===== config.mk =====
export PLATFORM = sky130hd
export DESIGN_NAME = dsp_xfer_fmt
export DESIGN_NICKNAME = d
export VERILOG_FILES = /design/src/include/dsp_xfer_pkg.sv /design/src/verilog/dsp_reg_bank.sv /design/src/verilog/dsp_xfer_fmt.sv
export VERILOG_INCLUDE_DIRS = /design/src /design/src/include
export SDC_FILE = /design/constraint.sdc
export NUM_CORES = 1
export LEC_CHECK = 0
export BUFFER_PORTS_ARGS = -buffer_cell sky130_fd_sc_hd__buf_2
export CORE_AREA = 2 2 189 191
export CTS_CLUSTER_SIZE = 16
export DETAILED_ROUTE_END_ITERATION = 8
export DIE_AREA = 0 0 191 193
export HOLD_SLACK_MARGIN = 0.03
export PLACE_DENSITY = 0.73
export SLEW_MARGIN = 20
export SYNTH_ARGS = -nofsm -noshare
export SYNTH_HDL_FRONTEND = slang
export SYNTH_SLANG_ARGS = --single-unit

===== constraint.sdc =====
create_clock -name core_clk -period 3.3 [get_ports core_clk]
set_input_delay 0.165 -clock core_clk [delete_from_list [all_inputs] [get_ports core_clk]]
set_output_delay 0.165 -clock core_clk [all_outputs]
set_load 0.01 [all_outputs]

===== src/include/dsp_xfer_cfg.svh =====
/*
  Constants for the DSP register transfer formatter.
  Assumes inclusion by bare name from the package and modules.
*/
`ifndef DSP_XFER_CFG_SVH
`define DSP_XFER_CFG_SVH
`define DATA_W        32
`define ACC_W         40
`define GUARD_W       8
`define HALF_W        16
`define GUARD_LSB     32
`define UPPER_LSB     16
`define REG_COUNT     10
`define REG_RESET     32'h0000_0000
`define GUARD_RESET   8'h00
`endif


===== src/include/dsp_xfer_pkg.sv =====
/*
  Types for the DSP register transfer formatter.
  Assumes dsp_xfer_cfg.svh is on the include path.
*/
`include "dsp_xfer_cfg.svh"
package dsp_xfer_pkg;
  typedef enum logic [3:0] {
    SEL_ACC0, SEL_ACC1, SEL_ACC0_G, SEL_ACC1_G,
    SEL_X0, SEL_X1, SEL_Y0, SEL_Y1, SEL_M0, SEL_M1
  } reg_sel_t;
  typedef enum logic [1:0] {
    XFER_SINGLE_WORD, XFER_SINGLE_LONG, XFER_XMEM_WORD, XFER_YMEM_WORD
  } xfer_kind_t;
  typedef struct packed {
    logic       valid;
    logic       is_load;
    xfer_kind_t kind;
    reg_sel_t   sel;
    logic [31:0] data;
  } xfer_req_t;
  typedef struct packed {
    logic       valid;
    reg_sel_t   sel;
  } op_req_t;
  typedef enum logic {ST_IDLE, ST_BUSY} fmt_state_t;
endpackage


===== src/verilog/dsp_reg_bank.sv =====
/*
  Small register bank holding the ten DSP 32-bit words.
  Assumes one writer port with a single word enable; read data are registered.
*/
`timescale 1ns/1ps
`include "dsp_xfer_cfg.svh"
module dsp_reg_bank #(
  parameter int WIDTH = `DATA_W,
  parameter int DEPTH = `REG_COUNT
) (
  // Clock and reset
  input  wire logic                     core_clk,
  input  wire logic                     nrst,
  // Write port
  input  wire logic                     wr_en,
  input  wire logic [$clog2(DEPTH)-1:0] wr_addr,
  input  wire logic [WIDTH-1:0]         wr_data,
  // Read port
  input  wire logic [$clog2(DEPTH)-1:0] rd_addr,
  output logic      [WIDTH-1:0]         rd_data,
  // Whole contents for operand taps
  output logic      [DEPTH*WIDTH-1:0]   flat_q
);
  localparam int AW = $clog2(DEPTH);

  logic [WIDTH-1:0] mem_reg [DEPTH];

  if (WIDTH < 1 || DEPTH < 2) begin : g_bad_size
    $error("dsp_reg_bank: bad size");
  end

  // ========================================
  // Storage
  genvar gi;
  generate
    for (gi = 0; gi < DEPTH; gi++) begin : g_word
      always_ff @(posedge core_clk or negedge nrst) begin
        if (!nrst) begin
          mem_reg[gi] <= '0;
        end else if (wr_en && wr_addr == AW'(gi)) begin
          mem_reg[gi] <= wr_data;
        end
      end
      assign flat_q[gi*WIDTH +: WIDTH] = mem_reg[gi];
    end
  endgenerate

  always_ff @(posedge core_clk or negedge nrst) begin
    if (!nrst) begin
      rd_data <= '0;
    end else begin
      rd_data <= mem_reg[rd_addr];
    end
  end
endmodule


===== src/verilog/dsp_xfer_fmt.sv =====
/*
  DSP register transfer formatter: loads, stores and operand taps for the
  accumulators, their guard registers, and the input and multiplier registers.
  Assumes the decoder presents a valid request with its bus data in one cycle.
*/
// Functional notes
// - Word load to non-guard register: data to upper half, lower half zeroed.
// - Word load to accumulator: guard bits take data sign, lower half zeroed.
// - Guard register load stores low 8 bits; rest of accumulator kept.
// - Longword store from non-guard register drives 32 bits; guard ignored.
// - Longword store from guard register: 8 bits, sign-extended upward.
// - Longword load writes 32 bits; accumulator guard takes the sign.
// - Signed multiply accepts second accumulator, refuses the first.
// - Input and multiplier operands sign-extend into eight guard positions.
// - Word store from non-guard register outputs upper half only.
// - Word store from guard register: 8 bits, sign-extended upward.
// - X and Y memory word loads reach only X and Y registers.
`timescale 1ns/1ps
`include "dsp_xfer_cfg.svh"
module dsp_xfer_fmt
  import dsp_xfer_pkg::*;
#(
  parameter int DATA_W = `DATA_W
) (
  // Clock and reset
  input  wire logic              core_clk,
  input  wire logic              nrst,
  // Transfer request from the decoder
  input  wire xfer_req_t         xfer_in,
  // Store data to the common data bus
  output logic [DATA_W-1:0]      common_data_bus_out,
  output logic                   store_valid,
  output logic                   xfer_refused,
  // Operand request and answer
  input  wire op_req_t           op_in,
  output logic [`ACC_W-1:0]      operand_out,
  output logic                   operand_valid,
  output logic                   mul_src_refused
);
  // ========================================
  // Elaboration checks
  if (DATA_W != `DATA_W) begin : g_bad_width
    $error("dsp_xfer_fmt: only 32-bit data supported");
  end
  // Bank address is four bits wide and eight words are used
  if (`REG_COUNT < 8 || `REG_COUNT > 16) begin : g_bad_depth
    $error("dsp_xfer_fmt: register count must be 8 to 16");
  end

  // ========================================
  // Decoding helpers
  function automatic logic is_guard(input reg_sel_t s);
    return (s == SEL_ACC0_G) || (s == SEL_ACC1_G);
  endfunction

  function automatic logic is_acc(input reg_sel_t s);
    return (s == SEL_ACC0) || (s == SEL_ACC1);
  endfunction

  function automatic logic [3:0] word_index(input reg_sel_t s);
    // Guard registers share the accumulator's word slot
    case (s)
      SEL_ACC0, SEL_ACC0_G: return 4'h0;
      SEL_ACC1, SEL_ACC1_G: return 4'h1;
      SEL_X0:  return 4'h2;
      SEL_X1:  return 4'h3;
      SEL_Y0:  return 4'h4;
      SEL_Y1:  return 4'h5;
      SEL_M0:  return 4'h6;
      SEL_M1:  return 4'h7;
      default: return 4'h0;
    endcase
  endfunction

  function automatic logic [31:0] sext8(input logic [7:0] g);
    return {{24{g[7]}}, g};
  endfunction

  // ========================================
  // State
  logic [7:0]  guard0_reg;
  logic [7:0]  guard1_reg;
  logic [31:0] bank_wdata;
  logic [31:0] bank_rdata;
  logic [32*`REG_COUNT-1:0] bank_flat;
  logic [3:0]  bank_rd_addr;

  // Pipeline of a store: bank read data arrive one cycle later
  logic        st_pend_reg;
  xfer_kind_t  st_kind_reg;
  reg_sel_t    st_sel_reg;
  logic [7:0]  st_guard_reg;

  // ========================================
  // Request decode
  wire req_ok   = xfer_in.valid;
  wire req_g    = is_guard(xfer_in.sel);
  wire req_acc  = is_acc(xfer_in.sel);
  wire req_long = (xfer_in.kind == XFER_SINGLE_LONG);
  wire x_target = (xfer_in.sel == SEL_X0) || (xfer_in.sel == SEL_X1);
  wire y_target = (xfer_in.sel == SEL_Y0) || (xfer_in.sel == SEL_Y1);
  wire acc_target = req_acc;
  // Memory word loads only reach their own input pair; stores only from accumulators
  wire bad_xy = xfer_in.is_load
    ? ((xfer_in.kind == XFER_XMEM_WORD && !x_target) ||
       (xfer_in.kind == XFER_YMEM_WORD && !y_target))
    : ((xfer_in.kind == XFER_XMEM_WORD || xfer_in.kind == XFER_YMEM_WORD) &&
       !acc_target);
  wire refuse   = req_ok && bad_xy;
  wire do_load  = req_ok && xfer_in.is_load && !refuse;
  wire do_store = req_ok && !xfer_in.is_load && !refuse;
  wire bank_we  = do_load && !req_g;

  wire [31:0] word_load = {xfer_in.data[31:16], 16'h0000};
  assign bank_wdata = req_long ? xfer_in.data : word_load;
  assign bank_rd_addr = word_index(xfer_in.sel);

  // Accumulator guard follows the loaded word's sign
  wire [7:0] load_sign = {8{bank_wdata[31]}};

  dsp_reg_bank #(
    .WIDTH (32),
    .DEPTH (`REG_COUNT)
  ) u_bank (
    .core_clk (core_clk),
    .nrst     (nrst),
    .wr_en    (bank_we),
    .wr_addr  (word_index(xfer_in.sel)),
    .wr_data  (bank_wdata),
    .rd_addr  (bank_rd_addr),
    .rd_data  (bank_rdata),
    .flat_q   (bank_flat)
  );

  // ========================================
  // Guard registers
  wire g0_we_direct = do_load && xfer_in.sel == SEL_ACC0_G;
  wire g1_we_direct = do_load && xfer_in.sel == SEL_ACC1_G;
  wire g0_we_sign   = do_load && xfer_in.sel == SEL_ACC0;
  wire g1_we_sign   = do_load && xfer_in.sel == SEL_ACC1;

  // A direct guard load leaves the accumulator word alone
  always_ff @(posedge core_clk or negedge nrst) begin
    if (!nrst) begin
      guard0_reg <= `GUARD_RESET;
      guard1_reg <= `GUARD_RESET;
    end else begin
      if (g0_we_direct) begin
        guard0_reg <= xfer_in.data[7:0];
      end else if (g0_we_sign) begin
        guard0_reg <= load_sign;
      end
      if (g1_we_direct) begin
        guard1_reg <= xfer_in.data[7:0];
      end else if (g1_we_sign) begin
        guard1_reg <= load_sign;
      end
    end
  end

  // ========================================
  // Store path
  wire [7:0] guard_pick = (xfer_in.sel == SEL_ACC1_G) ? guard1_reg : guard0_reg;
  // Guard rides with the request so a later guard load cannot leak in
  always_ff @(posedge core_clk or negedge nrst) begin
    if (!nrst) begin
      st_pend_reg  <= 1'b0;
      st_kind_reg  <= XFER_SINGLE_WORD;
      st_sel_reg   <= SEL_ACC0;
      st_guard_reg <= `GUARD_RESET;
    end else begin
      st_pend_reg  <= do_store;
      st_kind_reg  <= xfer_in.kind;
      st_sel_reg   <= xfer_in.sel;
      st_guard_reg <= guard_pick;
    end
  end

  // Word stores put the upper half in the low bus half, sign-extended
  wire [31:0] store_word = {{16{bank_rdata[31]}}, bank_rdata[31:16]};
  wire [31:0] store_data = is_guard(st_sel_reg) ? sext8(st_guard_reg)
                         : (st_kind_reg == XFER_SINGLE_LONG) ? bank_rdata
                         : store_word;

  always_ff @(posedge core_clk or negedge nrst) begin
    if (!nrst) begin
      common_data_bus_out <= `REG_RESET;
      store_valid         <= 1'b0;
      xfer_refused        <= 1'b0;
    end else begin
      store_valid  <= st_pend_reg;
      xfer_refused <= refuse;
      if (st_pend_reg) begin
        common_data_bus_out <= store_data;
      end
    end
  end

  // ========================================
  // Operand taps
  // Taps read the bank directly, so a load one cycle earlier is seen
  wire [31:0] op_word  = bank_flat[32*word_index(op_in.sel) +: 32];
  wire        op_acc0  = op_in.sel == SEL_ACC0;
  wire        op_acc1  = op_in.sel == SEL_ACC1;
  wire        op_bad   = op_in.valid && (op_acc0 || is_guard(op_in.sel));
  wire [7:0]  op_guard = op_acc0 ? guard0_reg
                       : op_acc1 ? guard1_reg
                       : {8{op_word[31]}};

  always_ff @(posedge core_clk or negedge nrst) begin
    if (!nrst) begin
      operand_out     <= '0;
      operand_valid   <= 1'b0;
      mul_src_refused <= 1'b0;
    end else begin
      operand_valid   <= op_in.valid && !op_bad;
      mul_src_refused <= op_bad;
      if (op_in.valid && !op_bad) begin
        operand_out <= {op_guard, op_word};
      end
    end
  end
endmodule


==> results of run 1 <==
[logic make-up after synthesis]
| kind of cell | count (synthesis) | synth area share [%] |
|---|---|---|
| buffers and inverters | 163 | 4.03 |
| AND/OR/NAND/NOR | 382 | 8.72 |
| multiplexers | 363 | 20.8 |
| XOR/XNOR | 1 | 0.0461 |
| AO/OA/AOI/OAI | 432 | 14.5 |
| flip-flops | 394 | 51.9 |
[cells in the final DEF (no fill, tap or decap), types with 33 or more instances in the layout]
| cell | instances |
|---|---|
| buf_4 | 42 |
| buf_2 | 120 |
| a221oi_1 | 35 |
| a21oi_1 | 52 |
| mux2i_1 | 163 |
| clkbuf_16 | 43 |
| nand2_1 | 264 |
| nor2_1 | 36 |
| dfrtp_1 | 394 |
| o21ai_0 | 164 |
| dlygate4sd3_1 | 34 |
| o211ai_1 | 33 |
| mux2_2 | 167 |
[how the worst min path moves through the flow]
stage                             end  slack [ns]  depth (start not counted)   startpoint
3_5_place_dp          operand_out[35]        0.18                          1         nrst
5_1_grt             u_bank.flat_q[78]        0.07                          3  xfer_in[14]
2_1_floorplan  common_data_bus_out[0]       -0.13                          0         nrst
4_1_cts             u_bank.flat_q[10]        0.03                          3  xfer_in[10]
6_report            u_bank.flat_q[10]        0.05                          3  xfer_in[10]
3_3_place_gp          operand_out[34]        0.17                          1         nrst
[final cells by class]
cell class	instances	area, um2	area share (%)
clock inverter	14	204	0.933
inverter	29	109	0.498
sequential	394	9860	45.1
tap	461	577	2.64
antenna	1	2.50	0.0114
multi-input combinational	1178	8430	38.6
timing repair buffer	207	1470	6.73
clock buffer	61	1210	5.55
[metrics by stage]
step	power [W]	instances	hold WS (ns)	setup slack, ns
after floorplan	0.00730	1735	-0.131	1.60
after CTS	0.0131	2344	0.0344	0.842
after global routing	0.0136	2345	0.0689	0.662
final	0.0131	2345	0.0526	0.763
after global placement	0.00810	2235	0.174	0.880
after detailed placement	0.00818	2235	0.183	0.830
[worst register-to-register path: cells and delay by family (launching register included)]
kind               cells  cell delay (ns)
AOI/OAI and AO/OA      1             0.12
DFF                    1             0.36
muxes                  1             0.32
and+or+nand+nor        3             1.18
[power by group through the flow]
stage / sequential [W] / clock [W] / combinational, W
after global routing: 0.00610 / 0.00515 / 0.00235
after CTS: 0.00601 / 0.00495 / 0.00214
after floorplan: 0.00600 / 0 / 0.00130
after global placement: 0.00606 / 0 / 0.00204
final: 0.00603 / 0.00488 / 0.00215
after detailed placement: 0.00609 / 0 / 0.00209
[routing by layer]
layer / GRT usage (%) / up-vias
li1: - / 6500
met1: 42.3 / 7193
met2: 46.3 / 631
met3: 5.56 / 136
met4: 11.3 / 0
met5: 0 / -
[repair_timing]
item	CTS	global route
hold buffers	34	0
buffers inserted	0	0
endpoints found under the hold margin	223	0
setup endpoints to repair	0	0
resized for setup	0	0
==> summary.md, run 1 <==
| Metric | Value |
|---|---|
| Worst r2r src | st_sel_reg[3] |
| Status | finished clean |
| Row cnt | 69 |
| Worst-path clk slew | 0.06 ns |
| Final WL | 54500 um |
| Switch Pwr | 0.00361 W |
| Synth area leaders | dfrtp_1 52%, mux2_2 9.9%, mux2i_1 8.6% |
| Flop-to-flop setup slack | 1.22 ns |
| CP Capture Point | u_bank.rd_data[4] |
| Worst Setup SP | xfer_in[34] |
| Nets@finish | 1898 |
| Yosys cell types | 60 |
| Sequential share of power | 46.1% |
| CP max stage delay | 0.72 ns |
| Antenna violations before repair | 1 |
| Worst VDD drop | 374 uV |
| Total power per unit cell area | 597 mW/mm2 |
| Final Max Slew Viols | 0 |
| Area of placed instances | 0.0201 mm2 |
| ANT nets after route | 0 |
| Final setup vio count | 0 |
| Register-to-Register Path Depth | 5 |
| Root Buffer | clkbuf_16 |
| # DRC | 0 |
| Skew final | 0.0167 ns |
| Synthesis-stage register bit count | 394 |
| Overall Global Routing Usage | 29.9% |
| Fin util | 62.5% |
| Top cell type's share of synthesized area | 51.9% |
| Internal Power | 0.00945 W |
| Ys flop type | dfrtp_1 |
| CP max FO | 24 |
| HPWL after DPL | 33900 um |
| Crit-path slowest cell | o21ai_2 |
| WP buf/inv | 4 |
| WL met1 | 23800 um |
| Largest net degree at the start of global routing | 101 |
| Crit-path cells | dlygate4sd3_1 -> buf_2 -> buf_4 -> nor2b_4 -> and2_1 -> buf_4 -> o21ai_2 -> o221ai_1 -> a221oi_1 |
| Routed WL per cell | 23.2 um |
| Worst-margin pin slew | 1.06 ns |
| Comb pwr share | 16.5% |
| Tightest Hold Check Type | in2reg |
| Pre-antenna DRT Iters | 6 |
| Die X | 191 um |
| Ys Warns | 0 |
| Area Overhead vs Synth | 15.2% |
| Worst EP required | 3.73 ns |
| EDFF count, synth | 0 |
| IO Pins | 123 |
| Met2 wire length | 24300 um |
| Kind of critical path | in2reg |
| Count leader, synth | dfrtp_1 |
| CTS buffer count | 41 |
| Max-cap violations | 0 |
| Critical Path End Type | flop |
| Grt ovf | 0 |
| Die Ht | 193 um |
| Area of the core | 0.0350 mm2 |
| Crit Reg-Reg Endpoint | common_data_bus_out[14] |
| CTS tree | done |
| Sw Ratio | 27.6% |
| Synth Area per Inst | 10.9 um2 |
| Maximum clock frequency | 0.394 GHz |
| Top sig layer | met4 |
| Vias in the first global route | 14400 |
| Most used cell, CP | buf_4 |
| Fill cells | 2817 |
| H-tree depth | 2 |
| Leading area contributor after synthesis | dfrtp_1 |
| Max reg flops | 256 |
| Number of DRC markers in iteration 0 | 1280 |
| Finished Cell Area | 0.0219 mm2 |
| CP Depth | 9 |
| First-pass GRT wire length | 84200 um |
| WP data arrival | 2.97 ns |
| Leak Pwr | 10.1 nW |
| Via density | 6.17 |
| # port buffers | 122 |
| Register area share after synthesis | 51.9% |
| Critical path's top delay family | compound AO/OA/AOI/OAI gates |
| # clock sinks | 394 |
| Cell count after synthesis | 1735 |
| Hold Fails Final Rpt | 0 |
| Clock Power Share | 37.4% |
| Final period utilization | 76.9% |
| RSZ-0062 raised after global routing | false |
| Final RePlAce weighted congestion | 0.952 |
| Wire length on met3 | 4430 um |
| Final setup TNS | 0 ns |
| Initial core utilization | 54.3% |
| Vias post-DR | 14500 |
| Minimum clock period | 2.54 ns |
| Share of cells above drive strength 1 | 23.7% |
| Die area | 0.0369 mm2 |
| Synthesized cell area | 0.0190 mm2 |
| Worst skew pair latency | 0.55 ns |
| Max clock buf depth | 3 |
| Asr flop ratio synth | 100% |
| CP Launch Type | input port |
| Rel. slew slack | 29.2% |
| Mapped Nets | 1782 |
| Post-synth top cells | 394 x dfrtp_1, 266 x nand2_1, 167 x mux2_2 |
(Power assumes the default switching activity.)
==> inputs of run 2 (changes only) <==
--- a/config.mk
+++ b/config.mk
@@ -12,7 +12,7 @@
 export DETAILED_ROUTE_END_ITERATION = 8
 export DIE_AREA = 0 0 191 193
 export HOLD_SLACK_MARGIN = 0.03
-export PLACE_DENSITY = 0.73
+export PLACE_DENSITY = 0.76
 export SLEW_MARGIN = 20
 export SYNTH_ARGS = -nofsm -noshare
 export SYNTH_HDL_FRONTEND = slang
==> constraint.sdc (replaced) <==
create_clock -name core_clk -period 2.1 [get_ports core_clk]
set_input_delay 0.105 -clock core_clk [delete_from_list [all_inputs] [get_ports core_clk]]
set_output_delay 0.105 -clock core_clk [all_outputs]
set_load 0.01 [all_outputs]
==> run 2 against run 1 <==
- combinational power increased by 60%
- final cell count grew 1.3%
- setup slack lost 0.65 ns
- first-iteration DRC count is 6.0% lower
- clock power increased by 46%
- wire length is 0.33% lower
- via count rose by 1.6%
- core utilization up 0.87 points
- sequential share of layout area fell by 0.62 points
- critical path depth decreased by 2
- critical path type unchanged
- largest cell class unchanged
==> summary.md, run 2 (synthesis results as in run 1) <==
| Metric | Value |
|---|---|
| Root Buffer | clkbuf_16 (unchanged) |
| Vias post-DR | 14700 (was 14500) |
| Critical Path End Type | flop (unchanged) |
| RSZ-0062 raised after global routing | false (unchanged) |
| Pre-antenna DRT Iters | 5 (was 6) |
| Commonest non-fill, non-tap cells in the layout | 394 x dfrtp_1, 264 x nand2_1, 167 x mux2_2 (unchanged) |
| Share of cells above drive strength 1 | 24.8% (was 23.7%) |
| Hold Fails Final Rpt | 0 (unchanged) |
| ANT nets after route | 0 (unchanged) |
| # clock sinks | 394 (unchanged) |
| CP Launch Type | input port (unchanged) |
| Area Overhead vs Synth | 16.8% (was 15.2%) |
| Final setup TNS | 0 ns (unchanged) |
| Worst skew pair latency | 0.54 ns (was 0.55 ns) |
| Area of the core | 0.0350 mm2 (unchanged) |
| WP buf/inv | 3 (was 4) |
| Routed WL per cell | 22.9 um (was 23.2 um) |
| Tightest Hold Check Type | in2reg (unchanged) |
| Status | finished clean (unchanged) |
| Die Ht | 193 um (unchanged) |
| IO Pins | 123 (unchanged) |
| Final setup vio count | 0 (unchanged) |
| Worst-margin pin slew | 0.805 ns (was 1.06 ns) |
| Largest net degree at the start of global routing | 80 (was 101) |
| Critical path's top delay family | buffers and inverters (was compound AO/OA/AOI/OAI gates) |
| WP data arrival | 2.40 ns (was 2.97 ns) |
| Overall Global Routing Usage | 29.7% (was 29.9%) |
| Comb pwr share | 17.2% (was 16.5%) |
| Sequential share of power | 47.3% (was 46.1%) |
| Worst-path clk slew | 0.06 ns (about the same) |
| Vias in the first global route | 14700 (was 14400) |
| Nets@finish | 1935 (was 1898) |
| Antenna violations before repair | 2 (was 1) |
| Max-cap violations | 0 (unchanged) |
| Rel. slew slack | 46.1% (was 29.2%) |
| H-tree depth | 2 (unchanged) |
| CTS buffer count | 40 (was 41) |
| CTS tree | done (unchanged) |
| Worst EP required | 2.51 ns (was 3.73 ns) |
| Initial core utilization | 54.3% (unchanged) |
| Total power per unit cell area | 904 mW/mm2 (was 597 mW/mm2) |
| Skew final | 0.00951 ns (was 0.0167 ns) |
| Grt ovf | 0 (unchanged) |
| Row cnt | 69 (unchanged) |
| Most common cell after layout, fill and taps aside | dfrtp_1 (unchanged) |
| Internal Power | 0.0145 W (was 0.00945 W) |
| Sw Ratio | 27.7% (was 27.6%) |
| Minimum clock period | 1.99 ns |
| Leak Pwr | 10.3 nW (was 10.1 nW) |
| Worst VDD drop | 609 uV (was 374 uV) |
| Final WL | 54300 um (was 54500 um) |
| CP max stage delay | 0.55 ns (was 0.72 ns) |
| Crit-path slowest cell | dlygate4sd3_1 (was o21ai_2) |
| Maximum clock frequency | 0.503 GHz |
| Final period utilization | 94.6% |
| Die area | 0.0369 mm2 (unchanged) |
| Max reg flops | 256 (unchanged) |
| # port buffers | 122 (unchanged) |
| Hold slack | 0.0579 ns (was 0.0526 ns) |
| Kind of critical path | in2reg (unchanged) |
| Die X | 191 um (unchanged) |
| # DRC | 0 (unchanged) |
| Number of DRC markers in iteration 0 | 1203 (was 1280) |
| Final RePlAce weighted congestion | 0.990 (was 0.952) |
| CP max FO | 43 (was 24) |
| HPWL after DPL | 35500 um (was 33900 um) |
| Final Max Slew Viols | 0 (unchanged) |
| Clock Power Share | 35.5% (was 37.4%) |
| Via density | 6.18 (was 6.17) |
| First-pass GRT wire length | 84400 um (was 84200 um) |
| Max clock buf depth | 3 (unchanged) |
| Crit-path cells | dlygate4sd3_1 -> buf_2 -> nand2b_1 -> a2111oi_4 -> nand2_2 -> buf_12 -> mux2_1 (was dlygate4sd3_1 -> buf_2 -> buf_4 -> nor2b_4 -> and2_1 -> buf_4 -> o21ai_2 -> o221ai_1 -> a221oi_1) |
| Switch Pwr | 0.00555 W (was 0.00361 W) |
[run 2: final timing paths]
kind	startpoint	endpoint	slack [ns]	cells after the start
max	xfer_in[35]	u_bank.flat_q[115]	0.11	7
min	xfer_in[13]	u_bank.flat_q[237]	0.06	3
max reg2reg	st_sel_reg[3]	common_data_bus_out[11]	0.32	5
min reg2reg	operand_out[19]	operand_out[19]	0.47	2
max in group asynchronous	nrst	u_bank.flat_q[189]	1.16	3
min in group asynchronous	nrst	u_bank.flat_q[138]	0.11	2
[run 2: power groups by stage]
stage / Combinational, W / Sequential, W / Clock, W
finish: 0.00345 / 0.00947 / 0.00711
detailed placement: 0.00336 / 0.00957 / 0
CTS: 0.00344 / 0.00945 / 0.00718
floorplan: 0.00204 / 0.00943 / 0
global placement: 0.00326 / 0.00950 / 0
global route: 0.00377 / 0.00959 / 0.00749
[run 2: layout make-up]
cell class              instances  area (um2)
fillers                      2717       12800
multi-input cells            1178        8440
diodes                          1        2.50
inverters                      29         109
clock inverters                10         130
flip-flops and latches        394        9860
repair buffers                245        1890
clock buffers                  58        1160
well taps                     461         577
[run 2: metrics by stage]
step	setup slack, ns	std cells	util, %	power, W	area (um2)
global placement	0.206	2269	58.6	0.0128	20500
finish	0.113	2376	63.4	0.0200	22200
detailed placement	0.128	2269	58.6	0.0129	20500
CTS	0.0880	2375	63.4	0.0201	22200
global route	0.0393	2376	63.4	0.0208	22200
floorplan	0.459	1735	-	0.0115	19000
[run 2: metal layers]
layer	vias up	GRT usage (%)	routed length, um
met5	-	0	13
met4	2	12.3	2000
met3	145	6.19	4550
met2	655	46.3	24800
met1	7315	40.8	22900
li1	6569	-	-
[run 2: tightest hold or removal path: cells and delay by family]
kind                   cells  cell delay [ns]
buffers and inverters      1             0.10
AOI/OAI and AO/OA          1             0.11
and+or+nand+nor            1             0.22
[run 2: what timing repair did]
action                                 CTS  global route
setup endpoints to repair                0            10
buffers inserted                         0             0
endpoints found under the hold margin  320             0
hold buffers                            38             0
gates resized for setup                  0             1
